===== config.mk =====
export PLATFORM = sky130hd
export DESIGN_NAME = setup_ctl
export DESIGN_NICKNAME = d
export VERILOG_FILES = /design/src/logic/setup_ctl_pkg.sv /design/src/logic/setup_ctl.sv
export VERILOG_INCLUDE_DIRS = /design/src /design/src/logic
export SDC_FILE = /design/constraint.sdc
export NUM_CORES = 1
export LEC_CHECK = 0
export BUFFER_PORTS_ARGS = -buffer_cell sky130_fd_sc_hd__buf_2
export CORE_ASPECT_RATIO = 2
export CORE_MARGIN = 3
export CORE_UTILIZATION = 35
export DETAILED_ROUTE_END_ITERATION = 6
export PLACE_DENSITY_LB_ADDON = 0.25
export SLEW_MARGIN = 30
export SYNTH_ARGS = -nofsm -noshare
export SYNTH_HDL_FRONTEND = slang
export SYNTH_SLANG_ARGS = --single-unit
export TNS_END_PERCENT = 20

===== constraint.sdc =====
create_clock -name CLK -period 15.16 [get_ports CLK]
set_input_delay 4.548 -clock CLK [delete_from_list [all_inputs] [get_ports CLK]]
set_output_delay 4.548 -clock CLK [all_outputs]
set_load 0.03 [all_outputs]

===== src/logic/setup_ctl_cfg.svh =====
/*
  constants for the setup-mode and limit-switch controller: register offsets,
  field positions, reset values.
  assumes inclusion by bare name from the package and the controller module.
*/
`ifndef SETUP_CTL_CFG_SVH
`define SETUP_CTL_CFG_SVH
`define A_CTRL     8'h00
`define A_STAT     8'h04
`define A_CMD      8'h08
`define A_TARGET   8'h0c
`define A_LABEL    8'h10
`define A_SLABEL   8'h14
`define A_PARAM    8'h18
`define A_VPARAM   8'h1c
`define A_DEBUG    8'h20
`define A_AXPOS    8'h24
`define A_GUARD    8'h28
`define A_GLIMIT   8'h2c
`define A_MOVE     8'h30
// command codes written to A_CMD bits 3:0
`define C_ENTER    4'h1
`define C_END      4'h2
`define C_SWSEL    4'h3
`define C_MOVE     4'h4
`define C_RESYNC   4'h5
`define C_OVR      4'h6
`define C_PARAM    4'h7
`define C_DEBUG    4'h8
`define C_GRPMOVE  4'h9
// command field positions
`define F_SW_LO    4
`define F_OVR_ALL  4
`define F_OVR_LNK  5
`define F_OVR_GRD  6
`define F_OVR_BND  7
`define F_INDIV    8
// param word bit 0 is the motor direction sense
`define F_DIRSENSE 0
`define RST_DEBUG  8'h00
`endif


===== src/logic/setup_ctl_pkg.sv =====
/*
  types for the setup-mode and limit-switch controller.
  assumes setup_ctl_cfg.svh is on the include path.
*/
`default_nettype none
package setup_ctl_pkg;
  `include "setup_ctl_cfg.svh"
  typedef enum logic [1:0] {SW_NORMAL, SW_LATCH, SW_AUTOSTOP} sw_mode_e;
  typedef enum logic [1:0] {MODE_OPERATION_MODE, MODE_SETUP} board_mode_e;
  typedef struct packed {
    logic        cyc;
    logic        stb;
    logic        we;
    logic [3:0]  sel;
    logic [7:0]  adr;
    logic [31:0] dat;
  } wb_req_s;
  typedef struct packed {
    logic        ack;
    logic [31:0] dat;
  } wb_rsp_s;
  typedef struct packed {
    logic        low;
    logic        high;
  } limit_s;
  typedef struct packed {
    logic        linked;
    logic        guard;
    logic        bounded;
  } ovr_s;
endpackage
`default_nettype wire


===== src/logic/setup_ctl.sv =====
/*
  setup-mode controller: mode machine, label and parameter commit/reload,
  limit-switch behaviour, guard resync, debug level, one-shot overrides.
  Wishbone classic slave on CLK; limit switches and system mode are pins.
  non-volatile storage is modelled by registers preserved over RST.
*/
`timescale 1ns/1ps
`default_nettype none
`include "setup_ctl_cfg.svh"
module setup_ctl (
  // clock and reset
  input  wire logic                  CLK,
  input  wire logic                  RST,
  // wishbone slave
  input  wire setup_ctl_pkg::wb_req_s WB_I,
  output var  setup_ctl_pkg::wb_rsp_s WB_O,
  // system mode pins
  input  wire logic                  SYS_PROGRAMMING_MODE,
  input  wire logic                  SYS_TEST,
  // limit switches and motion status
  input  wire setup_ctl_pkg::limit_s LIMIT_RAW,
  input  wire logic                  MOVING,
  input  wire logic                  MOVE_DIR_UP,
  // motion, limit, override, debug and error outputs
  output logic                       MOVE_START,
  output logic [31:0]                MOVE_TARGET,
  output logic                       MOVE_STOP,
  output setup_ctl_pkg::limit_s      LIMIT_OUT,
  output setup_ctl_pkg::ovr_s        OVR_ACTIVE,
  output logic                       DEBUG_EN,
  output logic                       CMD_ERR
);
  import setup_ctl_pkg::*;

  typedef struct packed {
    board_mode_e mode;
    sw_mode_e    sw;
    limit_s      s1;
    limit_s      s2;
    limit_s      s3;
    limit_s      held;
    ovr_s        ovr;
    logic        ovr_arm;
    logic [31:0] target;
    logic [31:0] label;
    logic [31:0] param;
    logic [31:0] axpos;
    logic [31:0] guard;
    logic [31:0] glimit;
    logic        ack;
    logic [31:0] rdat;
    logic        mstart;
    logic        mstop;
    limit_s      lout;
    logic        err;
    logic [1:0]  err_code;
  } st_s;

  // non-volatile store: untouched by RST
  logic [31:0] nv_label_r;
  logic [31:0] nv_param_r;
  logic [7:0]  nv_debug_r;
  logic [31:0] nv_label_nxt;
  logic [31:0] nv_param_nxt;
  logic [7:0]  nv_debug_nxt;

  st_s st_r;
  st_s st_nxt;

  logic        wr;
  logic        rd;
  logic [3:0]  code;
  logic        setup;
  limit_s      sw;
  logic        mismatch;
  logic        sw_rise;

  assign wr    = WB_I.cyc && WB_I.stb && WB_I.we && !st_r.ack;
  assign rd    = WB_I.cyc && WB_I.stb && !WB_I.we && !st_r.ack;
  assign code  = WB_I.dat[3:0];
  assign setup = (st_r.mode == MODE_SETUP);
  assign sw    = st_r.s2;
  assign mismatch = (MOVE_DIR_UP && sw.low && !sw.high) || (!MOVE_DIR_UP && sw.high && !sw.low);
  // act once per activation, not every cycle the switch stays on
  assign sw_rise  = (sw.low && !st_r.s3.low) || (sw.high && !st_r.s3.high);

  always_comb begin
    st_nxt        = st_r;
    nv_label_nxt  = nv_label_r;
    nv_param_nxt  = nv_param_r;
    nv_debug_nxt  = nv_debug_r;
    st_nxt.s1     = LIMIT_RAW;
    st_nxt.s2     = st_r.s1;
    st_nxt.s3     = st_r.s2;
    st_nxt.ack    = 1'b0;
    st_nxt.mstart = 1'b0;
    st_nxt.mstop  = 1'b0;
    // limit switch behaviour
    if (!setup) begin
      st_nxt.lout = sw;
    end else begin
      case (st_r.sw)
        SW_LATCH: begin
          st_nxt.held = st_r.held | sw;
          st_nxt.lout = st_r.held | sw;
        end
        SW_AUTOSTOP: begin
          st_nxt.lout = sw;
          if (sw_rise && MOVING) begin
            st_nxt.mstop = 1'b1;
            if (mismatch) begin
              st_nxt.param[`F_DIRSENSE] = ~st_r.param[`F_DIRSENSE];
            end
          end
        end
        default: begin
          st_nxt.lout = sw;
        end
      endcase
    end
    if (wr || rd) begin
      st_nxt.ack = 1'b1;
    end
    if (rd) begin
      case (WB_I.adr)
        `A_CTRL:   st_nxt.rdat = {28'h0, st_r.sw, st_r.mode};
        `A_STAT:   st_nxt.rdat = {24'h0, st_r.err_code, st_r.err, st_r.ovr, st_r.ovr_arm, setup};
        `A_TARGET: st_nxt.rdat = st_r.target;
        `A_LABEL:  st_nxt.rdat = st_r.label;
        `A_SLABEL: st_nxt.rdat = nv_label_r;
        `A_PARAM:  st_nxt.rdat = st_r.param;
        `A_VPARAM: st_nxt.rdat = nv_param_r;
        `A_DEBUG:  st_nxt.rdat = {24'h0, nv_debug_r};
        `A_AXPOS:  st_nxt.rdat = st_r.axpos;
        `A_GUARD:  st_nxt.rdat = st_r.guard;
        `A_GLIMIT: st_nxt.rdat = st_r.glimit;
        default:   st_nxt.rdat = 32'h0;
      endcase
    end
    if (wr) begin
      case (WB_I.adr)
        `A_TARGET: st_nxt.target = WB_I.dat;
        `A_LABEL:  st_nxt.label  = WB_I.dat;
        `A_AXPOS:  st_nxt.axpos  = WB_I.dat;
        `A_GLIMIT: st_nxt.glimit = WB_I.dat;
        `A_CMD: begin
          st_nxt.err      = 1'b0;
          st_nxt.err_code = 2'h0;
          // any command consumes a pending override
          if (st_r.ovr_arm) begin
            st_nxt.ovr_arm = 1'b0;
            st_nxt.ovr     = '0;
          end
          case (code)
            `C_ENTER: begin
              if (SYS_PROGRAMMING_MODE || SYS_TEST) begin
                st_nxt.err      = 1'b1;
                st_nxt.err_code = 2'h1;
              end else begin
                st_nxt.mode = MODE_SETUP;
              end
            end
            `C_END, `C_SWSEL, `C_MOVE, `C_PARAM: begin
              if (!setup) begin
                st_nxt.err      = 1'b1;
                st_nxt.err_code = 2'h2;
              end else if (code == `C_END) begin
                st_nxt.mode = MODE_OPERATION_MODE;
                st_nxt.sw   = SW_NORMAL;
                st_nxt.held = '0;
                if (st_r.label != 32'h0) begin
                  nv_label_nxt = st_r.label;
                  nv_param_nxt = st_r.param;
                end else begin
                  st_nxt.param = nv_param_r;
                end
              end else if (code == `C_SWSEL) begin
                if (WB_I.dat[`F_SW_LO+1:`F_SW_LO] == 2'h3) begin
                  st_nxt.err      = 1'b1;
                  st_nxt.err_code = 2'h3;
                end else begin
                  st_nxt.sw   = sw_mode_e'(WB_I.dat[`F_SW_LO+1:`F_SW_LO]);
                  st_nxt.held = '0;
                end
              end else if (code == `C_MOVE) begin
                st_nxt.mstart = 1'b1;
              end else begin
                // low nibble kept, so a same-cycle sense flip survives
                st_nxt.param[31:4] = WB_I.dat[31:4];
              end
            end
            `C_GRPMOVE: begin
              // individual move to a linked member needs the linked override
              if (WB_I.dat[`F_INDIV] && !(st_r.ovr_arm && st_r.ovr.linked)) begin
                st_nxt.err      = 1'b1;
                st_nxt.err_code = 2'h2;
              end else begin
                st_nxt.mstart = 1'b1;
              end
            end
            `C_RESYNC: st_nxt.guard = st_r.axpos;
            `C_DEBUG:  nv_debug_nxt = WB_I.dat[15:8];
            `C_OVR: begin
              st_nxt.ovr_arm     = 1'b1;
              st_nxt.ovr.linked  = WB_I.dat[`F_OVR_ALL] | WB_I.dat[`F_OVR_LNK];
              st_nxt.ovr.guard   = WB_I.dat[`F_OVR_ALL] | WB_I.dat[`F_OVR_GRD];
              st_nxt.ovr.bounded = WB_I.dat[`F_OVR_BND] & ~WB_I.dat[`F_OVR_ALL];
            end
            default: begin
              st_nxt.err      = 1'b1;
              st_nxt.err_code = 2'h3;
            end
          endcase
        end
        default: begin
        end
      endcase
    end
  end

  always_ff @(posedge CLK) begin
    nv_label_r <= nv_label_nxt;
    nv_param_r <= nv_param_nxt;
    nv_debug_r <= nv_debug_nxt;
    if (RST) begin
      st_r          <= '0;
      st_r.mode     <= MODE_OPERATION_MODE;
      st_r.sw       <= SW_NORMAL;
      st_r.glimit   <= 32'h0;
    end else begin
      st_r <= st_nxt;
    end
  end

  // outputs, all registered
  always_ff @(posedge CLK) begin
    if (RST) begin
      WB_O        <= '0;
      MOVE_START  <= 1'b0;
      MOVE_TARGET <= 32'h0;
      MOVE_STOP   <= 1'b0;
      LIMIT_OUT   <= '0;
      OVR_ACTIVE  <= '0;
      DEBUG_EN    <= 1'b0;
      CMD_ERR     <= 1'b0;
    end else begin
      WB_O.ack    <= st_nxt.ack;
      WB_O.dat    <= st_nxt.rdat;
      MOVE_START  <= st_nxt.mstart;
      MOVE_TARGET <= st_nxt.target;
      MOVE_STOP   <= st_nxt.mstop;
      LIMIT_OUT   <= st_nxt.lout;
      OVR_ACTIVE  <= st_nxt.ovr_arm ? st_nxt.ovr : '0;
      DEBUG_EN    <= (nv_debug_nxt != 8'h0);
      CMD_ERR     <= st_nxt.err;
    end
  end

  a_setup_move: assert property (@(posedge CLK) disable iff (RST) MOVE_START && !$past(st_r.ovr_arm) |-> $past(setup) || $past(WB_I.dat[3:0]) == `C_GRPMOVE)
    else $error("move started outside setup");
  a_enter_refused: assert property (@(posedge CLK) disable iff (RST) wr && WB_I.adr == `A_CMD && code == `C_ENTER && (SYS_PROGRAMMING_MODE || SYS_TEST) && !setup |=> !setup && st_r.err)
    else $error("setup entered during programming_mode or test");
  a_operation_mode_normal: assert property (@(posedge CLK) disable iff (RST) !setup |=> LIMIT_OUT == $past(sw))
    else $error("limit not normal in operation");
  a_latch_hold: assert property (@(posedge CLK) disable iff (RST)
    setup && st_r.sw == SW_LATCH && (st_r.held.low || st_r.held.high) && !wr
    |=> (st_r.held & $past(st_r.held)) == $past(st_r.held))
    else $error("latched switch dropped");
  a_auto_stop: assert property (@(posedge CLK) disable iff (RST)
    setup && st_r.sw == SW_AUTOSTOP && sw_rise && MOVING |=> MOVE_STOP)
    else $error("auto-stop did not stop");
  a_sense_flip: assert property (@(posedge CLK) disable iff (RST)
    setup && st_r.sw == SW_AUTOSTOP && sw_rise && MOVING && mismatch && !wr
    |=> st_r.param[`F_DIRSENSE] != $past(st_r.param[`F_DIRSENSE]))
    else $error("direction sense not inverted");
  a_resync_copy: assert property (@(posedge CLK) disable iff (RST) wr && WB_I.adr == `A_CMD && code == `C_RESYNC |=> st_r.guard == $past(st_r.axpos))
    else $error("guard not resynced");
  a_debug_zero: assert property (@(posedge CLK) disable iff (RST) $past(nv_debug_r) == 8'h0 && nv_debug_r == 8'h0 |-> !DEBUG_EN)
    else $error("debug on at level zero");
  a_all_not_bnd: assert property (@(posedge CLK) disable iff (RST) wr && WB_I.adr == `A_CMD && code == `C_OVR && WB_I.dat[`F_OVR_ALL] |=> st_r.ovr.linked && st_r.ovr.guard && !st_r.ovr.bounded)
    else $error("override-all wrong flags");
  a_ovr_oneshot: assert property (@(posedge CLK) disable iff (RST) st_r.ovr_arm && wr && WB_I.adr == `A_CMD && code != `C_OVR |=> !st_r.ovr_arm)
    else $error("override outlived one command");
  a_reject_state: assert property (@(posedge CLK) disable iff (RST) !setup && wr && WB_I.adr == `A_CMD && code == `C_SWSEL |=> st_r.sw == $past(st_r.sw) && st_r.err)
    else $error("setup command accepted outside setup");
endmodule // setup_ctl
`default_nettype wire


---- Word-level counts from Yosys, hierarchy flattened ----
Cells that the tools add are included.
storage, ports and cells
  bits in registers ....................... 324
  input port bits ......................... 55
  word-level logic and storage cells ...... 187
cells by class
  equal/unequal tests ..................... 31
  muxes and demuxes ....................... 60
  bitwise gates (word level) .............. 12
  reductions and logical operators ........ 47
operators with widths
  operator            count
  $mux 32             11
  $pmux 32 s11        1
  $mux 198            1
  $mux 28             3
  $eq 8x5->1 const B  4
  $eq 8x6->1 const B  4
  $reduce_bool 32->1  1
  $mux 2              14
  $mux 3              8
  $mux 8              3
  $reduce_and 6->1    4
  $eq 4x3->1 const B  4
  $eq 8x4->1 const B  2
  $mux 4              4
  $logic_and 1x1->1   14
  $ne 2x2->1 const B  7
  $pmux 3 s4          1
  $mux 1              11
  $reduce_and 2->1    5
  $reduce_or 3->1     3
  $eq 4x2->1 const B  2
  $eq 4x4->1 const B  2
  $eq 8x3->1 const B  1
  $logic_not 1->1     8
  other kinds (18)    32

---- Depth between registers and ports, before layout ----
  word-level depth ........................ 16
  gate-level depth with buffers ........... 10

---- Least setup slack after synthesis ----
OpenSTA, ideal clock, no wires.
  path kind ............................... input port to flip-flop
  start ................................... input WB_I[0] (netlist name)
  end ..................................... register nv_label_r[0] (enable)
  library setup time ...................... 644 ps
  data arrival time ....................... 12045 ps
  data required time ...................... 14516 ps
  setup slack ............................. 2472 ps
  cell stages on the path ................. 6
  path buffers ............................ 3
  cells stage by stage .................... clkbuf_1 -> nor4b_2 -> o21ai_0 -> clkbuf_1 -> clkbuf_1 -> nor4_1
on the way
  cells in the longest elaborated chain, start to end .. 3
ends and longest elaborated chain
  element                                   RTL line          source
  start: declaration                        setup_ctl.sv:15   input wire setup_ctl_pkg::wb_req_s WB_I,
  $eq 4x2->1 or $eq 4x3->1 (tied branches)  setup_ctl.sv:154  case (code)
  $reduce_or 4->1                           setup_ctl.sv:154
  $reduce_and 6->1 (no line) (*)            --
  end signal: assignment                    setup_ctl.sv:222  nv_label_r <= nv_label_nxt;
  end: declaration                          setup_ctl.sv:60   logic [31:0] nv_label_r;
Every way passes the cells marked *; elsewhere a longest branch is shown, timed or not.
A chain may end at the register's enable or synchronous reset.

---- Worst setup path after layout ----
  start ................................... input WB_I[35] (netlist name)
  end ..................................... register st_r[89] (netlist name)
on the way
  cells in the longest elaborated chain, start to end .. 2
ends and longest elaborated chain
  element                     RTL line          source
  $eq 8x4->1                  setup_ctl.sv:141  case (WB_I.adr)
  $reduce_and 3->1 (no line)  --
  end signal: assignment      setup_ctl.sv:231  st_r <= st_nxt;
  end: declaration            setup_ctl.sv:67   st_s st_r;
Every way passes these cells.

==> metrics.txt <==
status finished clean; worst clock skew 0.01059 ns; setup TNS 0 ns; Layout Utilization 39.86%; min cycle time layout 8.007 ns; maxcap violations 0; vias in the first global route 12170; final slew viol count 0; Slew @ Worst Pin 0.9955 ns; YS warnings 0; initial antenna violation count 0; R2R setup slack 11.95 ns; row cnt 103; I/O Buffers 124; CTS Sinks 323; chip width 148.6 microns; # Post-CTS Setup Buffers 0; share of the synthesized area in the top cell type 36.43%; Syn Area/Cell 8.841 sq um; Setup crit start kind input pin; async set-reset flop share out of synthesis 0%; boundary pin count 129; CP Class input pin to register; post-DP HPWL 34390 microns; fmax 124.9 MHz; proportion of layout cells with a drive suffix above 1 17.74%; Root Driver clkbuf_16; LEAKAGE 5.362 nW; Max transition margin 33.42%; Worst Path Required 15.57 ns; post-synth top area cell dfxtp_1; TritonCTS clock tree built; starting DRC count in detailed routing 1200; gr ovfl total 0; CTS clock-pin slew for the worst setup and hold paths 0.07 ns; maximum clock path buffer count 3; sequential area share after synthesis 49.93%; DR WL met2 26780 microns; Metal-1 WL 19490 microns; Bufs and invs on worst path 3; EDFF count, synth 64; CTS Buf Count 28; ant diodes 0; Area contributors post-synth dfxtp_1 36%, edfxtp_1 14%, nand2_1 9.9%, a21oi_1 7.4%, buf_4 3.5%; GPL Wtd Cong 0.8503; top sig layer met4; core area 39820 sq um; Hold/Removal Path Class register to register; Residual DRC 0; Post-Synthesis Cell Area 14230 sq um; DR WL met3 3479 microns; htree depth 1; vias 12330; CP max FO 53; GRT Total Usage 24.00%; hold buffers post-CTS 0; Nets 1656; CP top delay family simple AND/OR/NAND/NOR gates; slowest CP cell or4_2; drt pass-1 iters 6; largest net degree at the start of global routing 78; DRT antenna net count 0; cell count after synthesis 1610; Pwr Density 110.1 nW/um^2; final period utilization 52.82%; CP peak stage delay 1.25 ns; area added between synthesis and finish 11.52%; initial core utilization 35.74%; global-route wire length before repair 79160 microns; worst-path cell chain buf_2 -> buf_4 -> nor4b_4 -> buf_4 -> nand3_1 -> or4_2 -> nand2_1 -> a21oi_1; cell mode on critical path buf_4; die area 43270 sq um; Final Hold Viols 0; net count after synthesis 1665; Cell variety after synth 60; Worst-Skew Late Latency 0.57 ns; Fill cells 3985; Die Y-Extent 291.2 microns; ys flop type dfxtp_1; Setup crit end kind register; final WL 53400 microns; Worst Path Arrival 8.42 ns; via-per-instance ratio 5.739; RSZ-0062 raised after global routing false; cts repair resizes 0; Max VDD drop 74.91 uV; setup violators final 0; wire per inst 24.86 microns; Synth Register Bits 323
## final timing paths
path,start,depth (start not counted),to
max,WB_I[35],8,st_r[89]
min,st_nxt[241],1,st_nxt[239]
max reg2reg,WB_O[32],5,st_r[89]
min reg2reg,st_nxt[241],1,st_nxt[239]
## worst reg2reg max path, stage by stage (launching register included)
cell,delay (ns)
dfxtp_1,0.34
and4b_1,0.57
nand3_1,0.57
or4_2,1.26
nand2_1,0.26
a21oi_1,0.08
## layout make-up
cell class	instances	area [sq um]	share of cell area, %
Sequential cell	323	7107	44.77
Multi-Input combinational cell	1086	6217	39.17
Timing Repair Buffer	157	878.3	5.534
Clock buffer	39	823.3	5.187
Tap cell	525	656.9	4.138
Clock inverter	13	171.4	1.080
Inverter	5	18.77	0.1182
## per-stage QoR
stage / setup slack, ns / total power, mW / area, sq um / hold WS [ns] / cells
after detailed placement: 6.637 / 0.9784 / 14870 / 0.4391 / 2096
after global routing: 7.093 / 1.794 / 15870 / 0.4622 / 2148
after CTS: 7.233 / 1.757 / 15870 / 0.4451 / 2148
after floorplan: 2.472 / 0.9392 / 14230 / 0.4138 / 1610
after global placement: 6.334 / 0.9778 / 14840 / 0.4211 / 2096
final: 7.153 / 1.747 / 15870 / 0.4374 / 2148
## sequential cells by signal, summed over array words and instances (netlist names)
signal,count
CMD_ERR,1
LIMIT_OUT,2
OVR_ACTIVE,3
WB_O,33
MOVE_START,1
nv_debug_r,8
DEBUG_EN,1
MOVE_STOP,1
st_r,173
nv_param_r,32
MOVE_TARGET,32
nv_label_r,32
st_nxt,4
## cell families after synthesis
kind of cell | share of synthesized area (%)
DFF | 49.93
muxes | 5.362
buffers and inverters | 7.340
and+or+nand+nor | 17.66
AOI/OAI and AO/OA | 19.59
xor gates and xnor gates | 0.1231
## synthesized netlist by cell type (all sizes together) (3+ instances only)
cell type / number
mux4: 11
or4b: 3
nor2: 96
a32oi: 5
o22ai: 13
nand2: 374
nor4: 21
nor3: 20
inv: 5
o21ai: 62
or3: 3
edfxtp: 64
nand2b: 5
a211oi: 4
nor4b: 5
nand3: 9
buf: 91
o2bb2ai: 6
a22oi: 57
a22o: 21
mux2: 28
nor2b: 14
nand4b: 3
mux2i: 20
a21oi: 210
o221ai: 7
nor4bb: 3
a222oi: 6
a311oi: 5
dfxtp: 259
nand4: 3
nand3b: 4
a31oi: 27
and2: 5
clkbuf: 105
a221oi: 12
## layout by cell type (no fill, tap or decap), drive strengths merged, types with 4 or more instances in the layout
| cell type | n |
|---|---|
| nor4 | 21 |
| nor2b | 14 |
| clkinv | 9 |
| a311oi | 5 |
| dfxtp | 259 |
| inv | 5 |
| a222oi | 6 |
| nor4b | 5 |
| o221ai | 7 |
| mux4 | 11 |
| nor2 | 96 |
| and2 | 5 |
| nand3 | 9 |
| a31oi | 27 |
| a21oi | 210 |
| buf | 157 |
| nor3 | 20 |
| mux2 | 28 |
| clkbuf | 39 |
| nand3b | 4 |
| mux2i | 20 |
| edfxtp | 64 |
| a22o | 21 |
| o22ai | 13 |
| bufinv | 4 |
| nand2b | 5 |
| o2bb2ai | 6 |
| nand2 | 374 |
| a221oi | 12 |
| a22oi | 57 |
| a32oi | 5 |
| o21ai | 62 |
| a211oi | 4 |
## routing by layer
metal,up-vias,global-route usage [%]
li1,5616,-
met1,5968,27.72
met2,573,41.74
met3,170,3.115
met4,0,14.37
met5,-,0
## report_power, final
part / switching, mW / internal [mW]
clock network: 0.339 / 0.448
registers: 0.000646 / 0.872
logic: 0.0643 / 0.0229
total: 0.404 / 1.34
(Power assumes the default switching activity.)
